<file path="config.mk">
export PLATFORM = sky130hd
export DESIGN_NAME = gcsc_core
export DESIGN_NICKNAME = d
export VERILOG_FILES = /design/src/gcsc_pkg.sv /design/src/gcsc_core.sv
export VERILOG_INCLUDE_DIRS = /design/src
export SDC_FILE = /design/constraint.sdc
export NUM_CORES = 1
export LEC_CHECK = 0
export BUFFER_PORTS_ARGS = -buffer_cell sky130_fd_sc_hd__buf_2
export CAP_MARGIN = 20
export CORE_ASPECT_RATIO = 0.7
export CORE_UTILIZATION = 35
export CTS_CLUSTER_SIZE = 10
export DETAILED_ROUTE_END_ITERATION = 12
export HOLD_SLACK_MARGIN = 0.06
export PLACE_DENSITY = 0.66
export SETUP_SLACK_MARGIN = 0.5
export SKIP_LAST_GASP = 1
export SYNTH_ARGS = -nofsm -noshare
export SYNTH_HDL_FRONTEND = slang
export SYNTH_SLANG_ARGS = --single-unit
</file>
<file path="constraint.sdc">
create_clock -name CORE_CLK -period 18.7 [get_ports CORE_CLK]
set_input_delay 4.675 -clock CORE_CLK [delete_from_list [all_inputs] [get_ports CORE_CLK]]
set_output_delay 4.675 -clock CORE_CLK [all_outputs]
set_load 0.05 [all_outputs]
</file>
<file path="src/gcsc_params.svh">
// Constants for the gauge control and status command block
`ifndef GCSC_PARAMS_SVH
`define GCSC_PARAMS_SVH
`define GCSC_OFF_CTRL 8'h00
`define GCSC_OFF_TEMP 8'h02
`define GCSC_OFF_VOLT 8'h04
`define GCSC_OFF_FLAGS 8'h06
`define GCSC_OFF_NAC 8'h08
`define GCSC_OFF_FAC 8'h0A
`define GCSC_OFF_RM 8'h0C
`define GCSC_OFF_FCC 8'h0E
`define GCSC_OFF_AI 8'h10
`define GCSC_OFF_SI 8'h12
`define GCSC_OFF_MLI 8'h14
`define GCSC_OFF_AP 8'h18
`define GCSC_OFF_SOC 8'h1C
`define GCSC_OFF_ITEMP 8'h1E
`define GCSC_SC_STATUS 16'h0000
`define GCSC_SC_IDENT 16'h0001
`define GCSC_SC_FWREV 16'h0002
`define GCSC_SC_HWREV 16'h0003
`define GCSC_SC_PREV 16'h0007
`define GCSC_SC_INSERT 16'h000C
`define GCSC_SC_REMOVE 16'h000D
`define GCSC_SC_HIB_SET 16'h0011
`define GCSC_SC_HIB_CLR 16'h0012
`define GCSC_SC_CFG 16'h0013
`define GCSC_SC_RESTORE 16'h0015
`define GCSC_SC_SEAL 16'h0020
`define GCSC_SC_FULLRST 16'h0041
`define GCSC_SC_SOFTRST 16'h0042
`define GCSC_PREV_LIMIT 16'h0015
// Status word bit positions
`define GCSC_ST_SEALED 13
`define GCSC_ST_CALIBRATION_ACTIVE_BIT 12
`define GCSC_ST_CCA 11
`define GCSC_ST_BCA 10
`define GCSC_ST_QLEARN 9
`define GCSC_ST_RLEARN 8
`define GCSC_ST_HIB 6
`define GCSC_ST_SLEEP 4
`define GCSC_ST_CPWR 3
`define GCSC_ST_RUPDIS 2
`define GCSC_ST_VOK 1
// Flags word bit positions
`define GCSC_FL_HOT 15
`define GCSC_FL_COLD 14
`define GCSC_FL_NVMF 10
`define GCSC_FL_FULL 9
`define GCSC_FL_CHG 8
`define GCSC_FL_OCV 7
`define GCSC_FL_RST 5
`define GCSC_FL_CFG 4
`define GCSC_FL_DET 3
`define GCSC_FL_LOW_CHARGE_WARN 2
`define GCSC_FL_FINAL_CHARGE_WARN 1
`define GCSC_FL_DSG 0
// Autocal start delay: 3 min 45 s
`define GCSC_AUTOCAL_S 64'hE1
`define GCSC_CLK_HZ 64'h2FAF080
`define GCSC_AUTOCAL_CYC (`GCSC_AUTOCAL_S * `GCSC_CLK_HZ)
`endif

</file>
<file path="src/gcsc_pkg.sv">
// Types for the gauge control and status command block
`default_nettype none
package gcsc_pkg;
   typedef struct packed {
      logic [15:0] voltage;
      logic [15:0] nac;
      logic [15:0] fac;
      logic [15:0] rm;
      logic [15:0] fcc;
      logic [15:0] avg_i;
      logic [15:0] stby_i;
      logic [15:0] max_i;
      logic [15:0] avg_p;
      logic [15:0] soc;
      logic [15:0] die_kelvin;
   } gcsc_meas_t;
   typedef struct packed {
      logic [7:0] low_charge_warn_set;
      logic [7:0] low_charge_warn_clr;
      logic [7:0] final_charge_warn_set;
      logic [7:0] final_charge_warn_clr;
   } gcsc_thresh_t;
   typedef struct packed {
      logic calibration_active_bit;
      logic bca;
      logic sleep;
      logic table_update_block_bit;
      logic voltage_fit_bit;
      logic hot;
      logic cold;
      logic full;
      logic charging_allowed;
      logic ocv;
      logic draining_flag;
      logic cap_update;
      logic res_update;
      logic nvm_fail_evt;
      logic hib_exit;
   } gcsc_gauge_t;
   typedef enum {GC_IDLE, GC_CCA_WAIT, GC_CCA_RUN} gcsc_cal_t;
endpackage
`default_nettype wire

</file>
<file path="src/gcsc_core.sv">
// Control subcommand decoder, status and flags words, standard word reads
// What this block does
// - Status subcommand puts the status word in the control pair.
// - Status word layout: sealed, cal, autocal, board cal, learned, hib, etc.
// - Counter autocal starts about 3 min 45 s after init, bit set while running.
// - Capacity-learned sets on update, clears at reset or cell detection.
// - Resistance-learned sets only after capacity update; same clears.
// - Identity, firmware and hardware queries return their codes.
// - Previous-command query returns last subcommand, always below 0x0015.
// - Insert command sets cell-present and starts gauging when pin detect off.
// - Remove command clears cell-present when pin detect off.
// - Arm command sets hibernate request; clears when hibernate exits.
// - Disarm command clears both request bits and forces hibernate exit.
// - Config-edit command sets edit flag only while unsealed.
// - Factory restore resets learned values while unsealed.
// - Seal command moves device to sealed state.
// - Full reset reloads defaults while unsealed.
// - Soft reset clears reset-seen and config-edit flags while unsealed.
// - Temperature word: host-written when selected, else internal sensor.
// - Flags word is read-only with fixed bit layout.
// - NVM write fault latches and blocks writes until power-on or full reset.
// - Reset-seen sets on power-on or full reset, clears only on soft reset.
// - With pin detect on, falling edge on sense pin sets cell-present.
// - Low-charge flags set at or below set level, clear at clear level.
`timescale 1ns/1ns
`default_nettype none
`include "gcsc_params.svh"
module gcsc_core #(
   parameter logic [63:0] AUTOCAL_CYCLES = `GCSC_AUTOCAL_CYC,
   parameter logic [31:0] AUTOCAL_RUN = 32'h0000_03E8,
   parameter logic [15:0] IDENT_CODE = 16'hA5A5, // Arbitrary value
   parameter logic [15:0] FW_CODE = 16'h0100, // Arbitrary value
   parameter logic [15:0] HW_CODE = 16'h0001, // Arbitrary value
   parameter logic SEAL_DEFAULT = 1'b0
) (
   input wire logic CORE_CLK,
   input wire logic RST,
   input wire logic WR_STB,
   input wire logic RD_STB,
   input wire logic [7:0] ADDR,
   input wire logic [15:0] WDATA,
   output logic [15:0] RDATA,
   output logic RVALID,
   input wire logic PIN_DETECT_ENABLE,
   input wire logic HOST_KELVIN_SELECT,
   input wire logic INTERNAL_KELVIN_WRITE_SELECT,
   input wire logic CELL_SENSE_PIN,
   input wire gcsc_pkg::gcsc_meas_t MEAS,
   input wire gcsc_pkg::gcsc_thresh_t THRESH,
   input wire gcsc_pkg::gcsc_gauge_t GAUGE,
   output logic GAUGING_RUN,
   output logic CONFIG_EDIT,
   output logic NVM_WRITE_ALLOW,
   output logic RESTORE_PULSE,
   output logic FULL_RESET_PULSE,
   output logic SOFT_RESET_PULSE,
   output logic HIB_FORCE_EXIT,
   output logic [15:0] GAUGE_KELVIN
);
   import gcsc_pkg::*;

   logic [15:0] ctrl_ff, prev_ff, host_k_ff, status_w, flags_w;
   logic sealed_ff, hib_ff, hib_alt_ff, cfg_ff, rst_seen_ff, det_ff;
   logic qlearn_ff, rlearn_ff, nvmf_ff, low_charge_warn_ff, final_charge_warn_ff;
   logic [2:0] pin_sync_ff;
   logic pin_last_ff, pin_fall;
   logic [63:0] cal_cnt_ff;
   gcsc_cal_t cal_ff;
   logic ctrl_wr, sc_ok, first_ff;

   // Soft-only commands are dropped when sealed
   function automatic logic needs_unseal(input logic [15:0] sc);
      case (sc)
         `GCSC_SC_PREV, `GCSC_SC_CFG, `GCSC_SC_RESTORE, `GCSC_SC_SEAL,
         `GCSC_SC_FULLRST, `GCSC_SC_SOFTRST: needs_unseal = 1'b1;
         default: needs_unseal = 1'b0;
      endcase
   endfunction

   assign ctrl_wr = WR_STB && (ADDR == `GCSC_OFF_CTRL);
   assign sc_ok = ctrl_wr && !(sealed_ff && needs_unseal(WDATA));
   function automatic logic is_sc(input logic [15:0] sc);
      is_sc = sc_ok && (WDATA == sc);
   endfunction

   // Pin passes three flops; a change counts when the last two agree
   always_ff @(posedge CORE_CLK or posedge RST) begin
      if (RST) begin
         pin_sync_ff <= 3'h7;
         pin_last_ff <= 1'b1;
      end else begin
         pin_sync_ff <= {pin_sync_ff[1:0], CELL_SENSE_PIN};
         if (pin_sync_ff[2] == pin_sync_ff[1]) begin
            pin_last_ff <= pin_sync_ff[2];
         end
      end
   end
   assign pin_fall = pin_last_ff && !pin_sync_ff[2] && !pin_sync_ff[1];

   always_ff @(posedge CORE_CLK or posedge RST) begin
      if (RST) begin
         sealed_ff <= 1'b0;
         first_ff <= 1'b1;
      end else begin
         first_ff <= 1'b0;
         if (first_ff) begin
            sealed_ff <= SEAL_DEFAULT;
         end else if (is_sc(`GCSC_SC_SEAL)) begin
            sealed_ff <= 1'b1;
         end
      end
   end

   // Last subcommand; holds only codes under the limit
   always_ff @(posedge CORE_CLK or posedge RST) begin
      if (RST) begin
         prev_ff <= 16'h0000;
      end else if (sc_ok && WDATA < `GCSC_PREV_LIMIT && WDATA != `GCSC_SC_PREV) begin
         prev_ff <= WDATA;
      end
   end

   always_ff @(posedge CORE_CLK or posedge RST) begin
      if (RST) begin
         ctrl_ff <= 16'h0000;
      end else if (sc_ok) begin
         case (WDATA)
            `GCSC_SC_STATUS: ctrl_ff <= status_w;
            `GCSC_SC_IDENT: ctrl_ff <= IDENT_CODE;
            `GCSC_SC_FWREV: ctrl_ff <= FW_CODE;
            `GCSC_SC_HWREV: ctrl_ff <= HW_CODE;
            `GCSC_SC_PREV: ctrl_ff <= prev_ff;
            default: ctrl_ff <= ctrl_ff;
         endcase
      end
   end

   always_ff @(posedge CORE_CLK or posedge RST) begin
      if (RST) begin
         hib_ff <= 1'b0;
         hib_alt_ff <= 1'b0;
         HIB_FORCE_EXIT <= 1'b0;
      end else begin
         HIB_FORCE_EXIT <= is_sc(`GCSC_SC_HIB_CLR);
         if (is_sc(`GCSC_SC_HIB_CLR)) begin
            hib_ff <= 1'b0;
            hib_alt_ff <= 1'b0;
         end else if (is_sc(`GCSC_SC_HIB_SET)) begin
            hib_ff <= 1'b1;
         end else if (GAUGE.hib_exit) begin
            hib_ff <= 1'b0;
         end
      end
   end

   always_ff @(posedge CORE_CLK or posedge RST) begin
      if (RST) begin
         cfg_ff <= 1'b0;
         rst_seen_ff <= 1'b1;
      end else begin
         if (is_sc(`GCSC_SC_CFG)) begin
            cfg_ff <= 1'b1;
         end else if (is_sc(`GCSC_SC_SOFTRST) || is_sc(`GCSC_SC_FULLRST)) begin
            cfg_ff <= 1'b0;
         end
         if (is_sc(`GCSC_SC_FULLRST)) begin
            rst_seen_ff <= 1'b1;
         end else if (is_sc(`GCSC_SC_SOFTRST)) begin
            rst_seen_ff <= 1'b0;
         end
      end
   end

   always_ff @(posedge CORE_CLK or posedge RST) begin
      if (RST) begin
         det_ff <= 1'b0;
         GAUGING_RUN <= 1'b0;
      end else begin
         if (PIN_DETECT_ENABLE) begin
            if (pin_fall) begin
               det_ff <= 1'b1;
               GAUGING_RUN <= 1'b1;
            end
         end else if (is_sc(`GCSC_SC_INSERT)) begin
            det_ff <= 1'b1;
            GAUGING_RUN <= 1'b1;
         end else if (is_sc(`GCSC_SC_REMOVE)) begin
            det_ff <= 1'b0;
         end
         if (is_sc(`GCSC_SC_FULLRST)) begin
            GAUGING_RUN <= 1'b0;
         end
      end
   end

   // Learned bits: detection and restore win over a same-cycle update
   always_ff @(posedge CORE_CLK or posedge RST) begin
      if (RST) begin
         qlearn_ff <= 1'b0;
         rlearn_ff <= 1'b0;
      end else if ((PIN_DETECT_ENABLE ? pin_fall : is_sc(`GCSC_SC_INSERT))
                   || is_sc(`GCSC_SC_RESTORE) || is_sc(`GCSC_SC_FULLRST)) begin
         qlearn_ff <= 1'b0;
         rlearn_ff <= 1'b0;
      end else begin
         if (GAUGE.cap_update) begin
            qlearn_ff <= 1'b1;
         end
         if (GAUGE.res_update && qlearn_ff) begin
            rlearn_ff <= 1'b1;
         end
      end
   end

   // A new fault wins over a full reset in the same cycle
   always_ff @(posedge CORE_CLK or posedge RST) begin
      if (RST) begin
         nvmf_ff <= 1'b0;
      end else if (GAUGE.nvm_fail_evt) begin
         nvmf_ff <= 1'b1;
      end else if (is_sc(`GCSC_SC_FULLRST)) begin
         nvmf_ff <= 1'b0;
      end
   end

   always_ff @(posedge CORE_CLK or posedge RST) begin
      if (RST) begin
         low_charge_warn_ff <= 1'b0;
         final_charge_warn_ff <= 1'b0;
      end else begin
         if (MEAS.soc[7:0] <= THRESH.low_charge_warn_set) begin
            low_charge_warn_ff <= 1'b1;
         end else if (MEAS.soc[7:0] >= THRESH.low_charge_warn_clr) begin
            low_charge_warn_ff <= 1'b0;
         end
         if (MEAS.soc[7:0] <= THRESH.final_charge_warn_set) begin
            final_charge_warn_ff <= 1'b1;
         end else if (MEAS.soc[7:0] >= THRESH.final_charge_warn_clr) begin
            final_charge_warn_ff <= 1'b0;
         end
      end
   end

   // Autocal timer counts from init; restarts after a full reset
   always_ff @(posedge CORE_CLK or posedge RST) begin
      if (RST) begin
         cal_ff <= GC_CCA_WAIT;
         cal_cnt_ff <= 64'h0;
      end else if (is_sc(`GCSC_SC_FULLRST)) begin
         cal_ff <= GC_CCA_WAIT;
         cal_cnt_ff <= 64'h0;
      end else begin
         case (cal_ff)
            GC_CCA_WAIT: begin
               cal_cnt_ff <= cal_cnt_ff + 64'h1;
               if (cal_cnt_ff >= AUTOCAL_CYCLES - 64'h1) begin
                  cal_ff <= GC_CCA_RUN;
                  cal_cnt_ff <= 64'h0;
               end
            end
            GC_CCA_RUN: begin
               cal_cnt_ff <= cal_cnt_ff + 64'h1;
               if (cal_cnt_ff >= {32'h0, AUTOCAL_RUN} - 64'h1) begin
                  cal_ff <= GC_IDLE;
               end
            end
            default: cal_cnt_ff <= 64'h0;
         endcase
      end
   end

   always_comb begin
      status_w = 16'h0000;
      status_w[`GCSC_ST_SEALED] = sealed_ff;
      status_w[`GCSC_ST_CALIBRATION_ACTIVE_BIT] = GAUGE.calibration_active_bit;
      status_w[`GCSC_ST_CCA] = (cal_ff == GC_CCA_RUN);
      status_w[`GCSC_ST_BCA] = GAUGE.bca;
      status_w[`GCSC_ST_QLEARN] = qlearn_ff;
      status_w[`GCSC_ST_RLEARN] = rlearn_ff;
      status_w[`GCSC_ST_HIB] = hib_ff;
      status_w[`GCSC_ST_SLEEP] = GAUGE.sleep;
      status_w[`GCSC_ST_CPWR] = 1'b1;
      status_w[`GCSC_ST_RUPDIS] = GAUGE.table_update_block_bit;
      status_w[`GCSC_ST_VOK] = GAUGE.voltage_fit_bit;
   end

   always_comb begin
      flags_w = 16'h0000;
      flags_w[`GCSC_FL_HOT] = GAUGE.hot;
      flags_w[`GCSC_FL_COLD] = GAUGE.cold;
      flags_w[`GCSC_FL_NVMF] = nvmf_ff;
      flags_w[`GCSC_FL_FULL] = GAUGE.full;
      flags_w[`GCSC_FL_CHG] = GAUGE.charging_allowed;
      flags_w[`GCSC_FL_OCV] = GAUGE.ocv;
      flags_w[`GCSC_FL_RST] = rst_seen_ff;
      flags_w[`GCSC_FL_CFG] = cfg_ff;
      flags_w[`GCSC_FL_DET] = det_ff;
      flags_w[`GCSC_FL_LOW_CHARGE_WARN] = low_charge_warn_ff;
      flags_w[`GCSC_FL_FINAL_CHARGE_WARN] = final_charge_warn_ff;
      flags_w[`GCSC_FL_DSG] = GAUGE.draining_flag;
   end

   // Host temperature is kept even while deselected, so re-selecting reuses it
   always_ff @(posedge CORE_CLK or posedge RST) begin
      if (RST) begin
         host_k_ff <= 16'h0000;
      end else if (WR_STB && ADDR == `GCSC_OFF_TEMP && HOST_KELVIN_SELECT) begin
         host_k_ff <= WDATA;
      end
   end

   always_ff @(posedge CORE_CLK or posedge RST) begin
      if (RST) begin
         RDATA <= 16'h0000;
         RVALID <= 1'b0;
         GAUGE_KELVIN <= 16'h0000;
      end else begin
         RVALID <= RD_STB;
         GAUGE_KELVIN <= HOST_KELVIN_SELECT ? host_k_ff : MEAS.die_kelvin;
         if (RD_STB) begin
            case (ADDR)
               `GCSC_OFF_CTRL: RDATA <= ctrl_ff;
               `GCSC_OFF_TEMP: RDATA <= HOST_KELVIN_SELECT ? host_k_ff : MEAS.die_kelvin;
               `GCSC_OFF_VOLT: RDATA <= MEAS.voltage;
               `GCSC_OFF_FLAGS: RDATA <= flags_w;
               `GCSC_OFF_NAC: RDATA <= MEAS.nac;
               `GCSC_OFF_FAC: RDATA <= MEAS.fac;
               `GCSC_OFF_RM: RDATA <= MEAS.rm;
               `GCSC_OFF_FCC: RDATA <= MEAS.fcc;
               `GCSC_OFF_AI: RDATA <= MEAS.avg_i;
               `GCSC_OFF_SI: RDATA <= MEAS.stby_i;
               `GCSC_OFF_MLI: RDATA <= MEAS.max_i;
               `GCSC_OFF_AP: RDATA <= MEAS.avg_p;
               `GCSC_OFF_SOC: RDATA <= MEAS.soc;
               `GCSC_OFF_ITEMP: RDATA <= INTERNAL_KELVIN_WRITE_SELECT ?
                                          MEAS.die_kelvin :
                                          (HOST_KELVIN_SELECT ? host_k_ff : MEAS.die_kelvin);
               default: RDATA <= 16'h0000;
            endcase
         end
      end
   end

   always_ff @(posedge CORE_CLK or posedge RST) begin
      if (RST) begin
         CONFIG_EDIT <= 1'b0;
         NVM_WRITE_ALLOW <= 1'b1;
         RESTORE_PULSE <= 1'b0;
         FULL_RESET_PULSE <= 1'b0;
         SOFT_RESET_PULSE <= 1'b0;
      end else begin
         CONFIG_EDIT <= cfg_ff;
         NVM_WRITE_ALLOW <= !nvmf_ff;
         RESTORE_PULSE <= is_sc(`GCSC_SC_RESTORE);
         FULL_RESET_PULSE <= is_sc(`GCSC_SC_FULLRST);
         SOFT_RESET_PULSE <= is_sc(`GCSC_SC_SOFTRST);
      end
   end
endmodule
`default_nettype wire

</file>
==> out/metrics.csv, run 1 <==
stage,metric,value,unit
clock_tree,path_clk_slew,0.06,ns
setup_path,r2r_slack,15.88,ns
setup_path,crit_path_end_kind,register,
yosys,synth_area_per_cell,9.09,sq um
yosys,synthFlopType,dfrtp_1,
sta,finalSetupViolations,0,
floorplan,fp.dieW,211,um
power_and_ir_drop,ir_worst_vdd,0.0447,mV
floorplan,core,0.0300,sq mm
placed_design,place_inst,1823,
floorplan,die_height,148,um
global_route,grt_pass1_wl,58900,um
clock_tree,clock_path_buffers,2,
global_route,grt_pass1_vias,9720,
clock_tree,cts_tree,done,
clock_tree,cts_setup_buffers,0,
route,remaining_drc_errors,0,
floorplan,die_area,0.0312,sq mm
finish,fin_nets,1722,
finish,fin_cells,1859,
setup_path,setup.worst_path.start_class,input pin,
setup_path,path_class,in -> reg,
worst_hold_path,hp-class,reg -> reg,
setup_path,reg2reg_depth,7,
clock_tree,clock_latency,0.43,ns
floorplan,std_cell_rows,53,
yosys,synth-edff-count,0,
finish,drive_above_1_share,28.4,%
sta,fin_worst_skew,0.00696,ns
global_route,grtUsageTotal,25.1,%
route,drt_first_pass_iters,6,
yosys,synth_cell_types,78,
finish,finish.utilization,43.6,%
sta,slew-limit-headroom,31.8,%
setup_path,crit_required,18.99,ns
yosys,synthesis.instances,1175,
yosys,yosysWarnings,0,
placed_design,post-dp-hpwl,30300,um
route,wl_met1,18800,um
sta,period_minus_slack,7.24,ns
setup_path,rr_endpoint,cal_cnt_ff[52],
power_and_ir_drop,p_leak,0.00579,uW
sta,rsz0062_at_grt,no,
sta,worstMarginPinSlew,1.01,ns
setup_path,crit_fanout,64,
setup_path,r2r_start,cal_cnt_ff[0],
clock_tree,cts_resized,0,
clock_tree,cts_buffers,17,
route,via_count,10600,
yosys,synth_seq_cells,169,
worst_hold_path,min_from,pin_sync_ff[0],
yosys,synth.cell_area,0.0107,sq mm
worst_hold_path,hold_end,pin_sync_ff[1],
route,top_layer,met5,
placed_design,pre_cts_slack,10.62,ns
clock_tree,cts_hold_buf,0,
global_route,grt_max_degree,65,
sta,setup_ws,11.46,ns
power_and_ir_drop,p_per_area,65.5,mW/mm^2
clock_tree,clock_sinks,169,
clock_tree,root_buffer,clkbuf_16,
floorplan,start_util,35.6,%
placed_design,place.gp.congestion,1.05,
yosys,async_flop_share,100,%
finish,syn_to_final_growth,22.6,%
finish,fillers,2981,
sta,fmax,138,MHz
route,routed_wl,39700,um
route,avgRoutedWirePerCell,21.4,um
floorplan,io_pins,295,
route,ant_nets,0,
yosys,syn_nets,1465,
yosys,synth_seq_area_share,39.7,%
job,cap_violations,0,
worst_hold_path,holdPathStages,0,
clock_tree,htree_levels,4,
global_route,antenna_found_initial,3,
setup_path,arrival,7.53,ns
route,post_drt_via_cell_ratio,5.71,
sta,drv_slew,0,
route,dr_wl_met3,4340,um
route,wl_met2,15900,um
route,drt_iter0_drc,1326,
sta,period_share,38.7,%
run_status,outcome,"finished, final reports clean",
sta,hold_viol,0,
placed_design,port_buffers,294,
sta,finalSetupTns,0,ns
global_route,gr-total-overflow,0,
==> worst max-delay path by stage <==
stage	from	endpoint	slack [ns]	cells after the start
after global placement	ADDR[1]	cal_cnt_ff[15]	10.84	8
after detailed placement	ADDR[1]	cal_cnt_ff[47]	10.62	8
final	WDATA[13]	cal_cnt_ff[53]	11.46	8
after CTS	ADDR[1]	cal_cnt_ff[60]	11.08	8
after global routing	WDATA[13]	cal_cnt_ff[53]	11.29	8
after floorplan	RST	CONFIG_EDIT	9.46	1
==> worst max-delay path, stage by stage <==
cell	delay (ns)
buf_2	0.11
or4_1	0.70
or4_1	0.64
nor3_2	0.16
and4_1	0.41
a2111o_1	0.14
buf_4	0.53
nor2_1	0.12
==> flip-flops by register name, indices dropped and copies added (netlist names), 2 cells and up <==
name / count
cal_cnt_ff: 64
GAUGE_KELVIN: 16
RDATA: 16
ctrl_ff: 16
host_k_ff: 16
prev_ff: 16
pin_sync_ff: 3
cal_ff: 2
==> synthesized netlist by cell type (8+ instances only) <==
library cell	count	area share (%)
and3_1	17	1.0
inv_1	55	1.9
and2_1	9	0.53
nand2_1	77	2.7
clkbuf_1	53	1.9
dfrtp_1	161	38
a21oi_1	29	1.4
nor2b_1	21	1.2
a221oi_1	13	1.1
nor3_1	37	1.7
mux2_2	42	4.4
o22ai_1	15	0.88
nand4_1	28	1.6
dfstp_2	8	2.0
a21o_1	8	0.56
o21ai_0	48	2.2
mux2i_1	26	2.4
nand3_1	65	3.0
a211oi_1	11	0.77
nand2b_1	18	1.1
nand3b_1	9	0.63
ha_1	35	4.1
nor4_1	32	1.9
xnor2_1	34	2.8
xor2_1	26	2.1
nor2_1	117	4.1
a22oi_1	36	2.5
==> per-layer routing <==
metal / up-vias / global-route usage (%)
li1: 4829 / -
met1: 5138 / 39.2
met2: 573 / 32.9
met3: 66 / 7.07
met4: 2 / 6.38
met5: - / 0
==> cell usage in the layout, fill, tap and decap left out, types with 9 or more instances in the layout <==
master	n
buf_4	14
nor3_1	37
nand2b_1	18
a21oi_1	29
nand3_1	65
nor2b_1	21
xor2_1	26
nand2_1	77
nand4_1	28
a22oi_1	36
clkbuf_16	17
and2_1	9
and3_1	17
buf_2	295
inv_1	54
o22ai_1	15
ha_1	35
a221oi_1	13
dfrtp_1	161
o21ai_0	48
mux2i_1	26
xnor2_1	34
nand3b_1	9
nor2_1	117
a211oi_1	11
mux2_2	42
nor4_1	31
==> kinds of logic (layout without fill, tap and decap cells) <==
logic type	Yosys count	count (layout)	share of synthesized area, %
AO/OA/AOI/OAI	240	240	15.7
other	1	3	0.0351
XOR/XNOR	60	60	4.92
flip-flops	169	169	39.7
AND/OR/NAND/NOR	467	467	22.5
multiplexers	73	73	7.92
adder cells (fa/ha/maj)	37	37	4.29
buffers and inverters	128	398	5.04
==> per-stage QoR <==
stage | hold slack (ns) | instance area (sq um) | total power [uW]
after floorplan | 0.345 | 10700 | 439
after global placement | 0.347 | 12500 | 493
after detailed placement | 0.351 | 12500 | 495
after CTS | 0.361 | 13100 | 860
after global routing | 0.365 | 13100 | 887
final | 0.360 | 13100 | 858
==> layout make-up <==
class	count	area, sq um	area share, %
sequential	169	4240	32.4
inverter	56	215	1.64
antenna	2	5.00	0.0382
timing repair buffer	310	1600	12.2
clock inverter	9	111	0.850
tap	412	515	3.94
clock buffer	23	498	3.80
multi-input combinational	878	5920	45.2
==> where the power goes <==
| part | switching, uW | internal (uW) | total [uW] |
|---|---|---|---|
| registers | 3.40 | 371 | 374 |
| logic | 69.8 | 46.4 | 116 |
| clock network | 152 | 215 | 367 |
No activity file was read; power rests on OpenSTA's default activity.
==> run 2, diff against run 1 <==
clock period = 7.2 ns   (was 18.7 ns; I/O delays follow)
==> out/metrics.csv, run 2 (same netlist as run 1, synthesis figures left out) <==
stage,metric,value,unit,change
setup_path,crit_fanout,24,,was 64
setup_path,crit_path_end_kind,register,,unchanged
finish,fillers,2983,,was 2981
finish,final_area,0.0132,sq mm,was 0.0131 sq mm
global_route,antenna_found_initial,3,,unchanged
setup_path,setup.worst_path.start_class,input pin,,unchanged
floorplan,die_height,148,um,unchanged
sta,finalSetupTns,0,ns,unchanged
sta,period_share,62.3,%,
power_and_ir_drop,p_per_area,171,mW/mm^2,was 65.5 mW/mm^2
setup_path,r2r_start,cal_cnt_ff[38],,was cal_cnt_ff[0]
finish,largest_reg_flops,64,,unchanged
sta,fin_worst_skew,0.00834,ns,was 0.00696 ns
route,drt_first_pass_iters,8,,was 6
floorplan,std_cell_rows,53,,unchanged
run_status,outcome,"finished, final reports clean",,unchanged
clock_tree,clock_latency,0.45,ns,was 0.43 ns
power_and_ir_drop,ir_worst_vdd,0.111,mV,was 0.0447 mV
finish,final_common_cell,buf_2,,unchanged
finish,layout_common_cells,"295 x buf_2, 161 x dfrtp_1, 117 x nor2_1",,unchanged
clock_tree,cts_hold_buf,0,,unchanged
setup_path,crit_required,7.53,ns,was 18.99 ns
route,drt_iter0_drc,1279,,was 1326
finish,syn_to_final_growth,23.2,%,was 22.6%
clock_tree,cts_buffers,17,,unchanged
finish,top_register,cal_cnt_ff,,unchanged
job,cap_violations,0,,unchanged
setup_path,crit_path_end,cal_cnt_ff[54],,was cal_cnt_ff[53]
placed_design,dpl_cell_area,0.0125,sq mm,about the same
setup_path,reg2reg_depth,8,,was 7
floorplan,core,0.0300,sq mm,unchanged
floorplan,io_pins,295,,unchanged
setup_path,path_delay_family,simple AND/OR/NAND/NOR gates,,unchanged
sta,holdWs,0.357,ns,was 0.360 ns
clock_tree,root_buffer,clkbuf_16,,unchanged
power_and_ir_drop,internal-power,1630,uW,was 633 uW
floorplan,fp.dieW,211,um,unchanged
sta,period_minus_slack,4.49,ns,
power_and_ir_drop,netSwitchingPower,621,uW,was 225 uW
setup_path,path_class,in -> reg,,unchanged
power_and_ir_drop,seq_power_share,43.3,%,was 43.6%
clock_tree,cts_tree,done,,unchanged
route,avgRoutedWirePerCell,21.8,um,was 21.4 um
finish,fin_nets,1724,,was 1722
floorplan,start_util,35.6,%,unchanged
sta,rsz0062_at_grt,no,,unchanged
setup_path,rr_endpoint,cal_cnt_ff[54],,was cal_cnt_ff[52]
route,via_count,10600,,about the same
sta,hold_viol,0,,unchanged
global_route,grtUsageTotal,25.5,%,was 25.1%
setup_path,arrival,4.82,ns,was 7.53 ns
route,post_drt_via_cell_ratio,5.71,,about the same
placed_design,pre_cts_slack,1.51,ns,was 10.62 ns
clock_tree,clock_path_buffers,2,,unchanged
setup_path,crit_path_start,WDATA[8],,was WDATA[13]
clock_tree,path_clk_slew,0.07,ns,was 0.06 ns
power_and_ir_drop,p_clk_share,43.2,%,was 42.8%
power_and_ir_drop,p_comb_share,13.6,%,was 13.5%
sta,worstMarginPinSlew,1.05,ns,was 1.01 ns
route,routed_wl,40700,um,was 39700 um
power_and_ir_drop,sw_frac_of_total,27.6,%,was 26.3%
setup_path,crit_path_max_incr_delay,0.74,ns,was 0.70 ns
route,ant_nets,0,,unchanged
setup_path,r2r_slack,4.28,ns,was 15.88 ns
sta,fmax,223,MHz,
clock_tree,htree_levels,4,,unchanged
clock_tree,clock_sinks,169,,unchanged
global_route,grt_pass1_wl,59500,um,was 58900 um
global_route,grt_max_degree,83,,was 65
global_route,grt_pass1_vias,9872,,was 9720
placed_design,place.gp.congestion,1.04,,was 1.05
placed_design,post-dp-hpwl,31100,um,was 30300 um
floorplan,die_area,0.0312,sq mm,unchanged
finish,drive_above_1_share,28.5,%,was 28.4%
setup_path,cp_slowest_cell,or4_1,,unchanged
power_and_ir_drop,p_leak,0.00581,uW,was 0.00579 uW
route,remaining_drc_errors,0,,unchanged
setup_path,cp.depth,9,,was 8
clock_tree,cts_resized,0,,unchanged
setup_path,critPathMostFrequentCell,or4_1,,unchanged
worst_hold_path,hp-class,reg -> reg,,unchanged
sta,drv_slew,0,,unchanged
setup_path,cp_cell_sequence,buf_2 > or4_1 > or4_1 > nor3_2 > and4_1 > a2111o_1 > buf_16 > buf_4 > nor2_1,,was buf_2 > or4_1 > or4_1 > nor3_2 > and4_1 > a2111o_1 > buf_4 > nor2_1
placed_design,port_buffers,294,,unchanged
setup_path,cp_num_buf_inv,3,,was 2
clock_tree,cts_setup_buffers,0,,unchanged
sta,slew-limit-headroom,30.2,%,was 31.8%
global_route,gr-total-overflow,0,,unchanged
sta,finalSetupViolations,0,,unchanged
sta,setup_ws,2.71,ns,was 11.46 ns
[run 2: worst reg2reg max path, stage by stage (launching register included)]
cell and delay (ns):
dfrtp_1 0.43, nor4_1 0.54, nand3_1 0.16, a211oi_1 0.25, o221ai_1 0.21, a2111o_1 0.65, buf_16 0.25, buf_4 0.21
nor2_1 0.14
[run 2: metrics by stage]
stage | utilization, % | instances | power [uW]
after floorplan | - | 1175 | 1140
after global placement | 41.5 | 1824 | 1280
after detailed placement | 41.5 | 1824 | 1290
after CTS | 43.6 | 1856 | 2260
after global routing | 43.8 | 1860 | 2330
final | 43.8 | 1863 | 2250
[run 2: worst min path at each step]
stage | start | to | cells past startpoint
2_1_floorplan | pin_sync_ff[0] | pin_sync_ff[1] | 0
3_3_place_gp | pin_sync_ff[0] | pin_sync_ff[1] | 0
3_5_place_dp | pin_sync_ff[0] | pin_sync_ff[1] | 0
4_1_cts | pin_sync_ff[0] | pin_sync_ff[1] | 0
5_1_grt | pin_sync_ff[0] | pin_sync_ff[1] | 0
6_report | pin_sync_ff[0] | pin_sync_ff[1] | 0
[run 2: routing by layer]
metal  up-vias  GRT usage (%)  wire [um]
li1       4818              -          -
met1      5160           38.8      18900
met2       584           33.8      16500
met3        78           8.23       4470
met4         0           6.59        817
met5         -              0          0
[run 2: power by group through the flow]
stage          clock network, uW  logic, uW  registers [uW]
3_5_place_dp                   0        296             990
6_report                     970        305             972
3_3_place_gp                   0        293             989
2_1_floorplan                  0        133            1010
5_1_grt                     1030        326             973
4_1_cts                      988        298             971
[run 2: layout make-up]
class	count	area [sq um]	area share (%)
clock inverter	12	158	1.20
tap	412	515	3.92
sequential	169	4240	32.2
multi-input combinational	878	5920	45.0
inverter	56	215	1.64
clock buffer	20	457	3.47
timing repair buffer	312	1640	12.5
antenna	4	10.0	0.0761
==> run 3, diff against run 2 <==
ABC_AREA = 1   (was default)
clock period = 4.4 ns   (was 7.2 ns; I/O delays follow)
==> out/metrics.csv, run 3 <==
stage,metric,value,unit,change
run_status,outcome,"finished, final reports clean",,unchanged
clock_tree,root_buffer,clkbuf_16,,unchanged
yosys,synth_seq_cells,169,,unchanged
route,avgRoutedWirePerCell,19.5,um,was 21.8 um
setup_path,crit_path_end_kind,register,,unchanged
setup_path,crit_fanout,49,,was 24
yosys,synth_largest_area_cell,dfrtp_1,,unchanged
setup_path,cp_slowest_cell,nand3_4,,was or4_1
power_and_ir_drop,ir_worst_vdd,0.244,mV,was 0.111 mV
setup_path,cp_cell_sequence,buf_2 > nor2_2 > nand3_2 > inv_2 > nand2_2 > nor2_4 > nand3_2 > nand3_4 > nor2_1,,was buf_2 > or4_1 > or4_1 > nor3_2 > and4_1 > a2111o_1 > buf_16 > buf_4 > nor2_1
finish,fin_cells,2441,,was 1863
yosys,synthesis.instances,1707,,was 1175
placed_design,pre_cts_slack,0.937,ns,was 1.51 ns
finish,layout_common_cells,"546 x nand2_1, 294 x buf_2, 258 x nor2_1",,"was 295 x buf_2, 161 x dfrtp_1, 117 x nor2_1"
power_and_ir_drop,p_leak,0.00732,uW,was 0.00581 uW
yosys,synth_area_per_cell,6.78,sq um,was 9.09 sq um
floorplan,core,0.0324,sq mm,was 0.0300 sq mm
finish,fin_nets,2285,,was 1724
clock_tree,path_clk_slew,0.07,ns,about the same
global_route,grt_max_degree,86,,was 83
yosys,syn_nets,1997,,was 1465
global_route,gr-total-overflow,0,,unchanged
sta,drv_slew,0,,unchanged
sta,period_share,66.8,%,
clock_tree,cts_tree,done,,unchanged
placed_design,dpl_cell_area,0.0135,sq mm,was 0.0125 sq mm
finish,final_area,0.0141,sq mm,was 0.0132 sq mm
route,ant_nets,0,,unchanged
clock_tree,cts_setup_buffers,0,,unchanged
yosys,synth_cell_types,48,,was 78
finish,syn_to_final_growth,21.9,%,was 23.2%
finish,drive_above_1_share,20.5,%,was 28.5%
yosys,synthFlopType,dfrtp_1,,unchanged
yosys,synth_common_cells,"546 x nand2_1, 258 x nor2_1, 203 x inv_1",,"was 161 x dfrtp_1, 117 x nor2_1, 77 x nand2_1"
sta,rsz0062_at_grt,no,,unchanged
clock_tree,cts_hold_buf,0,,unchanged
yosys,synth_top_area_share,34.8,%,was 37.7%
global_route,grtUsageTotal,28.1,%,was 25.5%
global_route,grt_pass1_vias,11400,,was 9872
route,post_drt_via_cell_ratio,5.14,,was 5.71
route,drt_first_pass_iters,5,,was 8
yosys,async_flop_share,100,%,unchanged
sta,finalSetupTns,0,ns,unchanged
placed_design,post-dp-hpwl,39500,um,was 31100 um
sta,slew-limit-headroom,29.2,%,was 30.2%
clock_tree,clock_path_buffers,2,,unchanged
sta,fin_worst_skew,0.0109,ns,was 0.00834 ns
finish,final_common_cell,nand2_1,,was buf_2
sta,period_minus_slack,2.94,ns,
job,cap_violations,0,,unchanged
placed_design,port_buffers,294,,unchanged
power_and_ir_drop,p_per_area,251,mW/mm^2,was 171 mW/mm^2
yosys,synth.cell_area,0.0116,sq mm,was 0.0107 sq mm
floorplan,start_util,35.7,%,was 35.6%
setup_path,crit_path_max_incr_delay,0.57,ns,was 0.74 ns
global_route,grt_pass1_wl,69500,um,was 59500 um
setup_path,setup.worst_path.start_class,input pin,,unchanged
sta,fmax,340,MHz,
setup_path,path_class,in -> reg,,unchanged
sta,hold_viol,0,,unchanged
sta,setup_ws,1.46,ns,was 2.71 ns
setup_path,arrival,3.24,ns,was 4.82 ns
yosys,yosysWarnings,0,,unchanged
floorplan,io_pins,295,,unchanged
setup_path,critPathMostFrequentCell,nand3_2,,was or4_1
sta,worstMarginPinSlew,1.06,ns,was 1.05 ns
clock_tree,cts_resized,0,,unchanged
clock_tree,cts_buffers,17,,unchanged
route,routed_wl,47600,um,was 40700 um
sta,finalSetupViolations,0,,unchanged
floorplan,std_cell_rows,55,,was 53
route,remaining_drc_errors,0,,unchanged
clock_tree,clock_sinks,169,,unchanged
yosys,synth_seq_area_share,36.6,%,was 39.7%
clock_tree,htree_levels,4,,unchanged
clock_tree,clock_latency,0.46,ns,was 0.45 ns
setup_path,crit_required,4.71,ns,was 7.53 ns
route,drt_iter0_drc,1560,,was 1279
floorplan,die_height,154,um,was 148 um
placed_design,place_inst,2403,,was 1824
yosys,synth-edff-count,0,,unchanged
placed_design,place.gp.congestion,1.03,,was 1.04
global_route,antenna_found_initial,6,,was 3
yosys,synth.most_common_cell,nand2_1,,was dfrtp_1
finish,largest_reg_flops,64,,unchanged
floorplan,fp.dieW,219,um,was 211 um
worst_hold_path,hp-class,reg -> reg,,unchanged
yosys,synthTopCellsByArea,"dfrtp_1 35%, nand2_1 18%, nor2_1 8.4%",,"was dfrtp_1 38%, mux2_2 4.4%, nor2_1 4.1%"
finish,top_register,cal_cnt_ff,,unchanged
route,via_count,12600,,was 10600
floorplan,die_area,0.0338,sq mm,was 0.0312 sq mm
[run 3: kinds of logic after synthesis]
| logic type | Yosys count | share of synthesized area (%) |
|---|---|---|
| xor gates and xnor gates | 46 | 3.48 |
| adders and majority gates | 35 | 3.79 |
| other | 1 | 0.0324 |
| DFF | 169 | 36.6 |
| and+or+nand+nor | 1043 | 38.5 |
| muxes | 12 | 1.17 |
| AOI/OAI and AO/OA | 154 | 7.90 |
| buffers and inverters | 247 | 8.46 |
[run 3: path summary, 6_finish.rpt]
path                       slack (ns)      startpoint  cells after the start          endpoint
setup reg to reg                 1.57   cal_cnt_ff[0]                     14    cal_cnt_ff[63]
max in group asynchronous        3.16             RST                      3   GAUGE_KELVIN[8]
hold / removal                   0.36  pin_sync_ff[0]                      0    pin_sync_ff[1]
min in group asynchronous        0.54             RST                      2  SOFT_RESET_PULSE
setup / recovery                 1.46         ADDR[7]                      9    cal_cnt_ff[63]
hold reg to reg                  0.36  pin_sync_ff[0]                      0    pin_sync_ff[1]
[run 3: cell type report]
cell class,instances,area (sq um)
diodes,6,15.0
well taps,427,534
repair buffers,305,1580
flip-flops and latches,169,4240
clock buffers,19,453
fillers,3450,18300
clock inverters,13,136
multi-input cells,1291,6350
inverters,211,798
[run 3: power by group]
part | switching (uW) | internal (uW) | leakage (uW) | total, uW
Combinational | 262 | 147 | 0.00480 | 408
Clock | 710 | 825 | 0.000286 | 1540
Sequential | 12.2 | 1580 | 0.00223 | 1590
Total | 984 | 2550 | 0.00732 | 3530
[run 3: per-stage QoR]
stage / hold WS (ns) / power (uW) / utilization [%]
global placement: 0.346 / 2010 / 41.7
finish: 0.358 / 3530 / 43.5
global route: 0.358 / 3670 / 43.5
floorplan: 0.345 / 1810 / -
detailed placement: 0.355 / 2020 / 41.7
CTS: 0.359 / 3560 / 43.5
[run 3: layer usage]
layer  vias to the layer above  GRT usage, %  share of wire, %
li1                       6009             -                 -
met1                      5905          43.5                48
met2                       590          36.4                39
met3                        44          10.3                12
met4                         2          4.70               1.2
met5                         -             0             0.027
[run 3: critical path: cells and delay by family]
kind | cells | cell delay, ns
buffers and inverters | 2 | 0.46
and+or+nand+nor | 7 | 1.60
